<file path="src/hdl/sys_if_mode_pkg.sv">
// shared constants for the system interface mode control block
package sys_if_mode_pkg;
  localparam logic [11:0] SYS_IF_MODE_REG0_OFFSET = 12'h100;
  localparam logic [7:0] SYS_IF_MODE_RESET = 8'h00;
  localparam int TEST_MODE_BIT = 0;
  localparam int FAST_CLK_BIT = 1;
  localparam int SOFT_RESET_BIT = 2;
  localparam int FLOW_PARITY_BIT = 3;
  localparam int BYTE_ORDER_BIT = 4;
  localparam int VIRTUAL_ADDRESSING_SEL_ADDR_BIT = 5;
  localparam int SMALL_QUEUE_BIT = 6;
  localparam int SHORT_BURST_BIT = 7;
  localparam logic [7:0] LOSS_LIMIT_NORMAL = 8'hFF;
  localparam logic [7:0] LOSS_LIMIT_TEST = 8'h04;
  localparam int SOFT_RESET_CYCLES = 4;
  localparam logic [1:0] RESP_OKAY = 2'h0;
  localparam logic [1:0] RESP_SLVERR = 2'h2;
  localparam logic [2:0] QUEUE_SIZE_LOG_KB_BIG = 3'h2;
  localparam logic [2:0] QUEUE_SIZE_LOG_KB_SMALL = 3'h0;
  typedef enum logic [1:0] {
    SR_IDLE = 2'b00,
    SR_BUSY = 2'b01,
    SR_DONE = 2'b10
  } soft_reset_state_t;
endpackage

</file>
<file path="src/hdl/system_interface_mode_control.sv">
// mode register, soft reset sequencer and parity paths of the system if
//
// Function
// - every mode bit reads zero after any device reset.
// - test bit shortens the service-loss frame limit from 255 to four.
// - fast clock bit only trims synchronizer timing; leave it at zero.
// - soft reset stops indicate, request, status machines and resets regs.
// - soft reset bit clears itself once the reset sequence completes.
// - flow parity bit enables parity checks on indicate receive data.
// - all generated and checked parity is odd parity per byte.
// - receive parity error sets one flag, descriptor error another.
// - host bus receive bytes are never parity checked.
// - with flow parity, host parity bits travel to transmit request side.
// - parity driven onto the host bus is always correct.
// - without flow parity, transmit request parity is freshly generated.
// - receive checks cover every byte from frame control to end delimiter.
// - without flow parity no indicate data parity checking happens.
// - control bus parity follows its own enable, not the flow bit.
// - byte order bit selects little endian at zero, big endian at one.
// - virtual addressing bit selects virtual at one, physical at zero.
// - small queue bit sizes descriptor queues 4 kB or 1 kB.
// - short burst bit limits bursts to 1 and 4 words when set.
//
// The AXI4-Lite interface to the registers was left to the implementer.
`timescale 1ns/1ps
module system_interface_mode_control
  import sys_if_mode_pkg::*;
#(
  parameter int ADDR_WIDTH = 12
) (
  // clock and reset
  input wire logic clock,
  input wire logic sys_rst,
  // axi4-lite write address and data
  input wire logic [ADDR_WIDTH-1:0] s_axi_awaddr,
  input wire logic s_axi_awvalid,
  output logic s_axi_awready,
  input wire logic [31:0] s_axi_wdata,
  input wire logic [3:0] s_axi_wstrb,
  input wire logic s_axi_wvalid,
  output logic s_axi_wready,
  // axi4-lite write response
  output logic [1:0] s_axi_bresp,
  output logic s_axi_bvalid,
  input wire logic s_axi_bready,
  // axi4-lite read
  input wire logic [ADDR_WIDTH-1:0] s_axi_araddr,
  input wire logic s_axi_arvalid,
  output logic s_axi_arready,
  output logic [31:0] s_axi_rdata,
  output logic [1:0] s_axi_rresp,
  output logic s_axi_rvalid,
  input wire logic s_axi_rready,
  // frame counter and service loss
  input wire logic frame_transmitted,
  input wire logic counter_clear,
  output logic service_loss,
  // mode outputs to the rest of the system interface
  output logic fast_host_bus_clock_sel,
  output logic byte_order_select,
  output logic virtual_addressing_sel,
  output logic small_queue_sel,
  output logic [2:0] queue_size_log_kb,
  output logic short_burst_sel,
  output logic eight_word_burst_ok,
  output logic machines_stop,
  output logic sys_if_regs_init,
  // host bus to transmit request path
  input wire logic host_rx_valid,
  input wire logic [7:0] host_rx_byte,
  input wire logic host_rx_parity,
  output logic tx_req_valid,
  output logic [7:0] tx_req_byte,
  output logic tx_req_parity,
  // data driven onto the host bus
  input wire logic [7:0] host_tx_byte,
  output logic host_tx_parity,
  // indicate receive data
  input wire logic ind_valid,
  input wire logic ind_in_frame,
  input wire logic [7:0] ind_byte,
  input wire logic ind_parity,
  // descriptor fetch
  input wire logic desc_valid,
  input wire logic [31:0] desc_word,
  input wire logic [3:0] desc_parity,
  // control bus
  input wire logic control_bus_parity_enable,
  input wire logic cbus_valid,
  input wire logic [7:0] cbus_byte,
  input wire logic cbus_parity,
  output logic cbus_parity_error,
  // status flags and their clears
  input wire logic status_clear_rx,
  input wire logic status_clear_err,
  output logic receive_parity_error_flag,
  output logic general_error_flag
);

  // the map decode slices the 12 bit offset, so wider buses cannot be served
  if (ADDR_WIDTH < 9 || ADDR_WIDTH > 12) begin : addr_width_check_g
    $error("address width outside the register map");
  end

  // odd parity: bit makes the total count of ones odd
  function automatic logic odd_par(input logic [7:0] b);
    odd_par = ~(^b);
  endfunction

  logic [7:0] sys_if_mode_reg0_q;
  soft_reset_state_t sr_state_q;
  logic [2:0] sr_count_q;
  logic [7:0] frame_count_q;
  logic [ADDR_WIDTH-1:0] aw_addr_q;
  logic aw_held_q;
  logic [31:0] w_data_q;
  logic [3:0] w_strb_q;
  logic w_held_q;
  logic bvalid_q;
  logic [1:0] bresp_q;
  logic rvalid_q;
  logic [31:0] rdata_q;
  logic [1:0] rresp_q;
  logic wr_fire;
  logic wr_hit;
  logic rd_fire;

  // one write and one read in flight; address and data taken in any order
  assign s_axi_awready = ~aw_held_q & ~bvalid_q;
  assign s_axi_wready = ~w_held_q & ~bvalid_q;
  assign wr_fire = aw_held_q & w_held_q & ~bvalid_q;
  assign wr_hit = (aw_addr_q[ADDR_WIDTH-1:2] ==
    SYS_IF_MODE_REG0_OFFSET[ADDR_WIDTH-1:2]);
  assign s_axi_bvalid = bvalid_q;
  assign s_axi_bresp = bresp_q;
  assign s_axi_arready = ~rvalid_q;
  assign rd_fire = s_axi_arvalid & ~rvalid_q;
  assign s_axi_rvalid = rvalid_q;
  assign s_axi_rdata = rdata_q;
  assign s_axi_rresp = rresp_q;

  // write address capture
  always_ff @(posedge clock or posedge sys_rst) begin
    if (sys_rst) begin
      aw_held_q <= 1'b0;
      aw_addr_q <= '0;
    end else if (s_axi_awvalid & s_axi_awready) begin
      aw_held_q <= 1'b1;
      aw_addr_q <= s_axi_awaddr;
    end else if (wr_fire) begin
      aw_held_q <= 1'b0;
    end
  end

  // write data capture
  always_ff @(posedge clock or posedge sys_rst) begin
    if (sys_rst) begin
      w_held_q <= 1'b0;
      w_data_q <= 32'h0000_0000;
      w_strb_q <= 4'h0;
    end else if (s_axi_wvalid & s_axi_wready) begin
      w_held_q <= 1'b1;
      w_data_q <= s_axi_wdata;
      w_strb_q <= s_axi_wstrb;
    end else if (wr_fire) begin
      w_held_q <= 1'b0;
    end
  end

  // write response; unmapped addresses answer slverr
  always_ff @(posedge clock or posedge sys_rst) begin
    if (sys_rst) begin
      bvalid_q <= 1'b0;
      bresp_q <= RESP_OKAY;
    end else if (wr_fire) begin
      bvalid_q <= 1'b1;
      bresp_q <= wr_hit ? RESP_OKAY : RESP_SLVERR;
    end else if (s_axi_bready) begin
      bvalid_q <= 1'b0;
    end
  end

  // read response; upper 24 bits read zero
  always_ff @(posedge clock or posedge sys_rst) begin
    if (sys_rst) begin
      rvalid_q <= 1'b0;
      rdata_q <= 32'h0000_0000;
      rresp_q <= RESP_OKAY;
    end else if (rd_fire) begin
      rvalid_q <= 1'b1;
      if (s_axi_araddr[ADDR_WIDTH-1:2] ==
          SYS_IF_MODE_REG0_OFFSET[ADDR_WIDTH-1:2]) begin
        rdata_q <= {24'h00_0000, sys_if_mode_reg0_q};
        rresp_q <= RESP_OKAY;
      end else begin
        rdata_q <= 32'h0000_0000;
        rresp_q <= RESP_SLVERR;
      end
    end else if (s_axi_rready) begin
      rvalid_q <= 1'b0;
    end
  end

  // mode register; soft reset zeroes it except the pending reset bit
  always_ff @(posedge clock or posedge sys_rst) begin
    if (sys_rst) begin
      sys_if_mode_reg0_q <= SYS_IF_MODE_RESET;
    end else if (sr_state_q == SR_DONE) begin
      sys_if_mode_reg0_q <= SYS_IF_MODE_RESET;
    end else if (sr_state_q == SR_BUSY) begin
      sys_if_mode_reg0_q <= SYS_IF_MODE_RESET | 8'h04;
    end else if (wr_fire & wr_hit & w_strb_q[0]) begin
      sys_if_mode_reg0_q <= w_data_q[7:0];
    end
  end

  // soft reset sequencer, held long enough for all machines to stop
  always_ff @(posedge clock or posedge sys_rst) begin
    if (sys_rst) begin
      sr_state_q <= SR_IDLE;
      sr_count_q <= 3'h0;
    end else begin
      case (sr_state_q)
        SR_IDLE: begin
          sr_count_q <= 3'h0;
          if (sys_if_mode_reg0_q[SOFT_RESET_BIT]) begin
            sr_state_q <= SR_BUSY;
          end
        end
        SR_BUSY: begin
          sr_count_q <= sr_count_q + 3'h1;
          if (sr_count_q == 3'(SOFT_RESET_CYCLES - 1)) begin
            sr_state_q <= SR_DONE;
          end
        end
        SR_DONE: begin
          sr_state_q <= SR_IDLE;
        end
        default: begin
          sr_state_q <= SR_IDLE;
        end
      endcase
    end
  end

  // stop stays up for the whole sequence so no machine restarts early
  assign machines_stop = (sr_state_q != SR_IDLE) |
    sys_if_mode_reg0_q[SOFT_RESET_BIT];
  assign sys_if_regs_init = (sr_state_q == SR_BUSY);

  // mode decode; fast clock bit only passed on, software owns its legality
  assign fast_host_bus_clock_sel = sys_if_mode_reg0_q[FAST_CLK_BIT];
  assign byte_order_select = sys_if_mode_reg0_q[BYTE_ORDER_BIT];
  assign virtual_addressing_sel = sys_if_mode_reg0_q[VIRTUAL_ADDRESSING_SEL_ADDR_BIT];
  assign small_queue_sel = sys_if_mode_reg0_q[SMALL_QUEUE_BIT];
  assign queue_size_log_kb = small_queue_sel ? QUEUE_SIZE_LOG_KB_SMALL :
    QUEUE_SIZE_LOG_KB_BIG;
  assign short_burst_sel = sys_if_mode_reg0_q[SHORT_BURST_BIT];
  assign eight_word_burst_ok = ~short_burst_sel;

  // transmitted frame counter with selectable service-loss limit
  always_ff @(posedge clock or posedge sys_rst) begin
    if (sys_rst) begin
      frame_count_q <= 8'h00;
    end else if (counter_clear | sys_if_regs_init) begin
      frame_count_q <= 8'h00;
    end else if (frame_transmitted & ~service_loss) begin
      frame_count_q <= frame_count_q + 8'h01;
    end
  end
  assign service_loss = frame_count_q >= (sys_if_mode_reg0_q[TEST_MODE_BIT] ?
    LOSS_LIMIT_TEST : LOSS_LIMIT_NORMAL);

  // transmit request path; host byte itself never checked
  always_ff @(posedge clock or posedge sys_rst) begin
    if (sys_rst) begin
      tx_req_valid <= 1'b0;
      tx_req_byte <= 8'h00;
      tx_req_parity <= 1'b1;
    end else begin
      tx_req_valid <= host_rx_valid;
      if (host_rx_valid) begin
        tx_req_byte <= host_rx_byte;
        // forwarding lets the ring engine catch corruption end to end
        tx_req_parity <= sys_if_mode_reg0_q[FLOW_PARITY_BIT] ?
          host_rx_parity : odd_par(host_rx_byte);
      end
    end
  end

  // parity on host bus output always regenerated
  assign host_tx_parity = odd_par(host_tx_byte);

  logic ind_err;
  logic desc_err;
  logic cbus_err;
  // indicate checks span fc through ed while in frame
  assign ind_err = sys_if_mode_reg0_q[FLOW_PARITY_BIT] & ind_valid &
    ind_in_frame & (odd_par(ind_byte) != ind_parity);
  assign desc_err = desc_valid &
    ((odd_par(desc_word[7:0]) != desc_parity[0]) |
     (odd_par(desc_word[15:8]) != desc_parity[1]) |
     (odd_par(desc_word[23:16]) != desc_parity[2]) |
     (odd_par(desc_word[31:24]) != desc_parity[3]));
  assign cbus_err = control_bus_parity_enable & cbus_valid &
    (odd_par(cbus_byte) != cbus_parity);

  // sticky rx and general flags, cbus flag follows each cycle; a new error wins over a clear in the same cycle
  always_ff @(posedge clock or posedge sys_rst) begin
    if (sys_rst) begin
      receive_parity_error_flag <= 1'b0;
    end else if (ind_err) begin
      receive_parity_error_flag <= 1'b1;
    end else if (status_clear_rx | sys_if_regs_init) begin
      receive_parity_error_flag <= 1'b0;
    end
  end

  always_ff @(posedge clock or posedge sys_rst) begin
    if (sys_rst) begin
      general_error_flag <= 1'b0;
    end else if (desc_err) begin
      general_error_flag <= 1'b1;
    end else if (status_clear_err | sys_if_regs_init) begin
      general_error_flag <= 1'b0;
    end
  end

  always_ff @(posedge clock or posedge sys_rst) begin
    if (sys_rst) begin
      cbus_parity_error <= 1'b0;
    end else begin
      cbus_parity_error <= cbus_err;
    end
  end

endmodule

</file>
<file path="config.mk">
export PLATFORM = sky130hd
export DESIGN_NAME = system_interface_mode_control
export DESIGN_NICKNAME = d
export VERILOG_FILES = /design/src/hdl/sys_if_mode_pkg.sv /design/src/hdl/system_interface_mode_control.sv
export SDC_FILE = /design/constraint.sdc
export NUM_CORES = 1
export LEC_CHECK = 0
export ABC_AREA = 1
export BUFFER_PORTS_ARGS = -buffer_cell sky130_fd_sc_hd__buf_2
export CAP_MARGIN = 20
export CORE_ASPECT_RATIO = 0.75
export CORE_MARGIN = 5
export CORE_UTILIZATION = 33
export CTS_CLUSTER_SIZE = 28
export DETAILED_ROUTE_END_ITERATION = 6
export SLEW_MARGIN = 20
export SYNTH_ARGS = -nofsm -noshare
export SYNTH_HDL_FRONTEND = slang
export SYNTH_SLANG_ARGS = --single-unit
</file>
<file path="constraint.sdc">
create_clock -name clock -period 2 [get_ports clock]
set_input_delay 0.2 -clock clock [delete_from_list [all_inputs] [get_ports clock]]
set_output_delay 0.2 -clock clock [all_outputs]
set_load 0.02 [all_outputs]
</file>
# Yosys cells after proc, flatten, opt, wreduce, memory -nomap -nowiden
# Cells that the tools add are included.
# op_classes
add_sub_neg	2
magnitude_cmp	1
eq_ne	13
mux	26
n_bitwise	37
reduce_logical	20
# ops
operator	n
8-bit parity	8
8-bit two-way mux	7
10-bit by 7-bit equality test with 1-bit output, second input constant	2
2-bit nonzero test	9
1-bit AND	16
1-bit inverter	14
1-bit two-way mux	12
2-bit two-way mux	5
8-bit by 1-bit adder with 8-bit output, second input constant	1
8-bit greater-or-equal comparator	1
1-bit bitwise OR	7
1-bit inequality test	6
3-bit one-hot mux with 2 select lines	1
2-bit one-hot mux with 2 select lines	1
3-bit by 1-bit adder with 3-bit output, second input constant	1
3-bit by 2-bit equality test with 1-bit output, second input constant	1
3-bit nonzero test	1
2-bit by 1-bit equality test with 1-bit output, second input constant	1
2-bit equality test, second input constant	1
2-bit zero test	1
2-bit by 1-bit inequality test with 1-bit output, second input constant	1
2-bit inequality test, second input constant	1
2-bit AND reduction	1
# word_totals
reg_bits	95
input_bits	148
out_inout_bits	67
wordCells	119

# Depth between registers and ports, before layout
# Gate-level depths: netlist of run 1.
# depth
ltp_word	8
mapped_depth	14
depth_no_buf	14

# Worst setup path before layout of run 1
# OpenSTA, ideal clock, no wires.
# synth_timing
path_kind	register to register
from	reg sys_if_mode_reg0_q[0]
to	reg frame_count_q[3]
setup_time_ns	0.118
arrival_time_ns	1.487
t_required_ns	1.882
setup_slack_ns	0.394
stages_incl_launch_ff	9
n_path_buf	0
synth_period_minus_slack_ns	1.606
cell_sequence	dfrtp_1 ha_1 nand2_1 nor2_1 nand4_2 nand4_4 nand2_4 nand2_1 o21ai_2
# synth_via
elab_chain_cells	5
# synth_lines
item	line	rtl
start: declaration	system_interface_mode_control.sv:110	logic [7:0] sys_if_mode_reg0_q;
start signal: assignment	system_interface_mode_control.sv:211	sys_if_mode_reg0_q <= SYS_IF_MODE_RESET | 8'h04;
start signal: assignment	system_interface_mode_control.sv:213	sys_if_mode_reg0_q <= w_data_q[7:0];
8-bit two-way mux	system_interface_mode_control.sv:271	assign service_loss = frame_count_q >= (sys_if_mode_reg0_q[TEST_MODE_BIT] ?
8-bit greater-or-equal comparator	system_interface_mode_control.sv:271	
1-bit inverter	system_interface_mode_control.sv:267	end else if (frame_transmitted & ~service_loss) begin
1-bit AND	system_interface_mode_control.sv:267	
2-bit nonzero test (no line)	--	
end signal: assignment	system_interface_mode_control.sv:268	frame_count_q <= frame_count_q + 8'h01;
end: declaration	system_interface_mode_control.sv:113	logic [7:0] frame_count_q;
# Every way passes these cells.
# A chain may end at the register's enable or synchronous reset.

# Worst setup path after layout of run 1
# layout_timing
from	reg sys_if_mode_reg0_q[0]
to	out service_loss
# layout_via
elab_chain_cells	2
# layout_lines
item	line	rtl
8-bit two-way mux	system_interface_mode_control.sv:271	
8-bit greater-or-equal comparator	system_interface_mode_control.sv:271	
end: declaration	system_interface_mode_control.sv:57	output logic service_loss,
# Every way passes these cells.

==> results.py, run 1 <==
metrics = {
    "final_layout": {
        "final_common_cell": "buf_2",
        "mostFrequentLayoutCells": "buf_2 (155), nand2_1 (139), dfrtp_1 (65)",
        "nets": 803,
        "drive_gt1_frac": 0.326,
        "final_area_um2": 5310,
        "areaGrowthSynthToFinish_pct": 31.0,
        "finalNonFillerCells": 813,
        "diodes": 0,
        "fill_cells": 1270,
    },
    "floorplan": {
        "core_um2": 12200,
        "io_pins": 215,
        "dieHeight_um": 106,
        "fp-row-count": 35,
        "die-area_um2": 14600,
        "floorplan.initialDensity": 0.333,
        "die_x_um": 138,
    },
    "global_route": {
        "overflow": 0,
        "grt_pass1_vias": 3444,
        "grt.total_usage": 0.128,
        "antenna_found_initial": 1,
        "grt_start_max_net_pins": 68,
        "grt_pass1_wl_um": 15300,
    },
    "place": {
        "place.gp.congestion": 0.779,
        "dp_cells": 795,
        "dp_hpwl_um": 7590,
        "preCtsSetupSlack_ns": 0.189,
        "place.port_buffers": 155,
        "placed_cell_area_um2": 4930,
    },
    "sta": {
        "fin_ws_ns": 0.0159,
        "finalSetupViolations": 0,
        "slew_viol_final": 0,
        "rsz0062_at_grt": "yes",
        "hold_violations": 0,
        "fmax_mhz": 504,
        "fin_hold_ws_ns": 0.0565,
        "period_share": 0.992,
        "fin_crit_ns": 1.98,
        "finClkSkew_ns": 0.00329,
        "fin_setup_tns_ns": 0,
    },
    "logic_synthesis": {
        "ys_types": 38,
        "avgSynthCellArea_um2": 8.50,
        "synth.ff_latch_count": 67,
        "netlist_instances": 477,
        "yosys_warnings": 0,
        "ys_seq_area_frac": 0.414,
        "syn_area_um2": 4050,
    },
    "critical_path": {
        "end_kind": "output pin",
        "worstSetupPathType": "flop to output pin",
        "critPathMaxStageDelay_ns": 0.48,
        "slowest_stage": "dfrtp_2",
        "critical_path_arrival_ns": 1.78,
        "cp_max_fo": 8,
        "crit_path_start_kind": "flop",
        "path_cells": "ha_1 -> nand2_1 -> nor2_2 -> nand4_2 -> nand3_1 -> buf_2",
        "required_ns": 1.80,
    },
    "run": {
        "drv_cap": 0,
    },
    "routing": {
        "ant_nets": 0,
        "wire_per_inst_um": 11.5,
        "vias": 3505,
        "route.detailed.drc": 0,
        "dr.first_iter.drc_count": 126,
        "totalWireLength_um": 9380,
        "viasPerCell": 4.31,
        "drt-pass1-iter-count": 4,
    },
    "clock_tree": {
        "h-tree-depth": 3,
        "clkLatencyLatePin_ns": 0.32,
        "cts_tree": "yes",
        "clk_path_buf_depth": 2,
        "cts_buffers": 9,
        "cts_sinks": 67,
        "cts-root-buf": "clkbuf_16",
        "clk_pin_slew_worst_paths_ns": 0.06,
    },
    "hold_path": {
        "hp-class": "input port to flop",
    },
    "pwr": {
        "p_leak_uw": 0.00290,
        "irDropWorstVdd_mv": 0.446,
        "power_density_nw_per_um2": 1110,
    },
    "status": {
        "outcome": "completed",
    },
}
-- critical path, delay by kind of cell (launching register included) --
family / cells / cell delay, ns
buffers and inverters: 1 / 0.16
AND/OR/NAND/NOR: 4 / 0.49
adder cells (fa/ha/maj): 1 / 0.33
flip-flops: 1 / 0.48
-- area by class of cell --
| type | count | area (um2) | area share |
|---|---|---|---|
| repair buffers | 159 | 821 | 0.155 |
| flip-flops and latches | 67 | 1680 | 0.316 |
| clock inverters | 5 | 100 | 0.0188 |
| clock buffers | 11 | 243 | 0.0457 |
| inverters | 48 | 183 | 0.0344 |
| well taps | 166 | 208 | 0.0391 |
| multi-input cells | 357 | 2080 | 0.391 |
-- path summary, 6_finish.rpt --
kind,startpoint,end,slack (ns),depth (start not counted)
worst min-delay path,s_axi_bready,s_axi_bvalid,0.06,2
min in group asynchronous,sys_rst,tx_req_byte[0],0.51,4
max in group asynchronous,sys_rst,sys_if_mode_reg0_q[0],1.18,4
worst min register to register,tx_req_parity,tx_req_parity,0.47,2
worst max-delay path,sys_if_mode_reg0_q[0],service_loss,0.02,6
worst max register to register,sys_if_mode_reg0_q[0],frame_count_q[1],0.19,8
-- metal layers --
metal  share of wire  vias to the layer above  global-route usage
li1                -                     1795                   -
met1            0.43                     1599               0.159
met2            0.48                      101               0.214
met3           0.082                        8              0.0478
met4          0.0061                        2              0.0282
met5          0.0014                        -                   0
-- flip-flops by register name, summed over array words and instances (netlist names), 2 cells and up --
signal,flops
sr_state_q,2
frame_count_q,8
tx_req_byte,8
s_axi_rdata,8
sr_count_q,3
aw_addr_q,10
w_data_q,8
sys_if_mode_reg0_q,8
-- logic make-up after synthesis --
| family | after synthesis | share of synthesized area |
|---|---|---|
| buffers and inverters | 80 | 0.102 |
| XOR/XNOR | 52 | 0.112 |
| other | 1 | 0.000925 |
| multiplexers | 18 | 0.0500 |
| AND/OR/NAND/NOR | 218 | 0.238 |
| adder cells (fa/ha/maj) | 13 | 0.0401 |
| flip-flops | 67 | 0.414 |
| AO/OA/AOI/OAI | 28 | 0.0423 |
-- power by group --
group          switching (uW)  total [uW]  internal, uW
clock network             559        1810          1250
logic                    1220        2050           828
registers                 269        2040          1770
total                    2050        5890          3840
-- what timing repair did --
| action | in CTS | in global routing |
|---|---|---|
| buffers inserted | 0 | 1 |
| endpoints found under the hold margin | 66 | 0 |
| hold buffers | 1 | 0 |
| setup endpoints to repair | 1 | 1 |
| gates resized for setup | 2 | 1 |
| pin swaps | 0 | 2 |
-- cells in the mapped netlist, drive strengths merged --
cell type / number / area share
xnor2: 33 / 0.071
dfrtp: 66 / 0.41
nand3: 38 / 0.048
xor2: 19 / 0.041
or2: 1 / 0.0015
clkinv: 2 / 0.0019
nand3b: 1 / 0.0019
mux2: 18 / 0.050
dfstp: 1 / 0.0065
buf: 31 / 0.056
a32o: 3 / 0.0074
a21oi: 7 / 0.0086
ha: 13 / 0.040
nand2: 143 / 0.14
and3: 1 / 0.0015
nor2: 27 / 0.026
nor4: 3 / 0.0099
nor3b: 1 / 0.0019
o21a: 2 / 0.0037
nand4: 3 / 0.0099
clkbuf: 1 / 0.00093
inv: 46 / 0.043
conb: 1 / 0.00093
o21ai: 15 / 0.020
a22o: 1 / 0.0022
-- stage by stage --
step	power [uW]	utilization
finish	5890	0.436
CTS	5980	0.435
floorplan	3520	-
global route	6350	0.436
detailed placement	4120	0.405
global placement	4040	0.405
Power figures use the tool's default switching activity.
==> run 2, diff against run 1 <==
--- a/config.mk
+++ b/config.mk
@@ -9,7 +9,6 @@
 export BUFFER_PORTS_ARGS = -buffer_cell sky130_fd_sc_hd__buf_2
 export CAP_MARGIN = 20
 export CORE_ASPECT_RATIO = 0.75
-export CORE_MARGIN = 5
 export CORE_UTILIZATION = 33
 export CTS_CLUSTER_SIZE = 28
 export DETAILED_ROUTE_END_ITERATION = 6
==> results.py, run 2 (synthesis results as in run 1) <==
metrics = {
    "sta": {
        "finalSetupViolations": 0,
        "fin_crit_ns": 1.96,
        "fin_hold_ws_ns": 0.0568,
        "fmax_mhz": 511,
        "finClkSkew_ns": 0.00708,
        "period_share": 0.978,
        "slew_viol_final": 0,
        "hold_violations": 0,
    },
    "critical_path": {
        "worstSetupPathType": "flop to output pin",
        "timing.rr.start": "sys_if_mode_reg0_q[0]",
        "critPathLaunch": "sys_if_mode_reg0_q[0]",
        "critPathMaxStageDelay_ns": 0.58,
        "crit_path_start_kind": "flop",
        "slowest_stage": "dfrtp_4",
        "path_cells": "inv_4 -> ha_4 -> inv_2 -> a21oi_2 -> nor2_2 -> o21ai_2 -> nand3_2 -> buf_6",
        "critical_path_arrival_ns": 1.76,
        "cp_max_fo": 8,
        "required_ns": 1.80,
        "end_kind": "output pin",
    },
    "routing": {
        "dr.first_iter.drc_count": 107,
        "ant_nets": 0,
        "viasPerCell": 4.34,
        "totalWireLength_um": 9050,
        "drt-pass1-iter-count": 4,
        "wire_per_inst_um": 11.2,
        "vias": 3523,
        "route.detailed.drc": 0,
    },
    "final_layout": {
        "multiInputGateArea_um2": 2170,
        "seq_area_um2": 1680,
        "finalNonFillerCells": 811,
        "final_common_cell": "buf_2",
        "drive_gt1_frac": 0.351,
        "areaGrowthSynthToFinish_pct": 32.0,
        "largest_reg_flops": 10,
        "mostFrequentLayoutCells": "buf_2 (154), nand2_1 (137), dfrtp_1 (65)",
        "largest_register": "aw_addr_q",
        "nets": 806,
        "fill_cells": 1184,
        "diodes": 0,
    },
    "global_route": {
        "grt_busiest_layer": "met2",
        "gr-usage-met2": 0.251,
        "grt_pass1_wl_um": 14800,
        "grt.total_usage": 0.148,
        "grt_start_max_net_pins": 68,
        "antenna_found_initial": 0,
        "grtUsageMet3": 0.0389,
        "gr-usage-met1": 0.179,
        "overflow": 0,
        "grt_pass1_vias": 3447,
    },
    "place": {
        "dp_hpwl_um": 6990,
        "place.port_buffers": 155,
        "place.gp.congestion": 0.747,
        "dp_cells": 792,
    },
    "clock_tree": {
        "clk_path_buf_depth": 2,
        "h-tree-depth": 3,
        "cts_buffers": 9,
        "clkLatencyLatePin_ns": 0.33,
        "clk_pin_slew_worst_paths_ns": 0.06,
        "cts_tree": "yes",
        "cts_sinks": 67,
        "cts-root-buf": "clkbuf_16",
    },
    "floorplan": {
        "core_um2": 11800,
        "dieHeight_um": 98.0,
        "floorplan.initialDensity": 0.344,
        "die-area_um2": 12700,
        "fp-row-count": 34,
        "io_pins": 215,
        "die_x_um": 130,
    },
    "pwr": {
        "irDropWorstVdd_mv": 0.449,
        "clkPwrFrac": 0.247,
        "p_switching_uw": 2120,
        "seq_power_share": 0.370,
        "p_comb_frac": 0.383,
        "power_uw": 5590,
        "power_density_nw_per_um2": 1040,
        "switching_share": 0.378,
        "p_int_uw": 3480,
        "p_leak_uw": 0.00288,
    },
    "status": {
        "outcome": "completed",
    },
    "run": {
        "drv_cap": 0,
    },
    "hold_path": {
        "hp-start": "s_axi_bready",
        "hp-class": "input port to flop",
    },
}
run 2: cell count changes in the layout (fill, tap and decap cells not counted), moves of 2 or more:
cell,delta
buf_4,+3
bufinv_16,-3
clkinv_2,+3
ha_1,-6
ha_4,+6
inv_1,-3
inv_2,+2
nand2_1,-2
nand2_2,+2
run 2: final timing paths:
check	to	slack, ns	depth (start not counted)
worst min-delay path	s_axi_bvalid	0.06	2
min in group asynchronous	w_data_q[0]	0.49	4
max in group asynchronous	tx_req_parity	1.16	4
worst min register to register	tx_req_parity	0.47	2
worst max register to register	frame_count_q[3]	0.13	9
worst max-delay path	service_loss	0.04	8
run 2: area by class of cell:
cell class,instances,share of cell area
timing repair buffer,162,0.159
inverter,48,0.0346
tap,162,0.0379
multi-input combinational,357,0.406
clock inverter,6,0.00631
sequential,67,0.314
clock buffer,9,0.0421
run 2: stage by stage:
step / utilization / setup TNS [ns] / setup WS [ns] / instance area, um2
2_1_floorplan: - / 0 / 0.118 / 4160
3_3_place_gp: 0.419 / 0 / 0.267 / 4940
3_5_place_dp: 0.419 / 0 / 0.230 / 4940
4_1_cts: 0.443 / 0 / 0.0218 / 5220
5_1_grt: 0.454 / -0.0187 / -0.0187 / 5350
6_report: 0.454 / 0 / 0.0440 / 5350
run 2: timing repair:
action,in CTS,in global routing
hold buffers,1,0
endpoints found under the hold margin,66,0
endpoints found under the setup margin,1,3
pin swaps,1,8
gates resized for setup,2,21
buffers inserted,1,2
gates cloned,0,0
run 2: layer usage:
metal / part of all wire / routed length (um)
met4: 0.017 / 158
met1: 0.44 / 3940
met3: 0.068 / 614
met5: 0 / 0
met2: 0.48 / 4330
run 2: worst max-delay path: cells and delay by family, from the launching register on:
kind / cells / cell delay [ns]
buf+inv: 3 / 0.28
simple gates: 2 / 0.14
fa+ha+maj: 1 / 0.13
compound gates: 2 / 0.30
flops: 1 / 0.58
run 2: power groups by stage:
stage          logic, uW  clock network [uW]  registers (uW)
2_1_floorplan       1440                   0            2080
3_3_place_gp        2010                   0            2030
3_5_place_dp        2070                   0            2050
4_1_cts             2080                1440            2040
5_1_grt             2440                1480            2120
6_report            2140                1380            2070
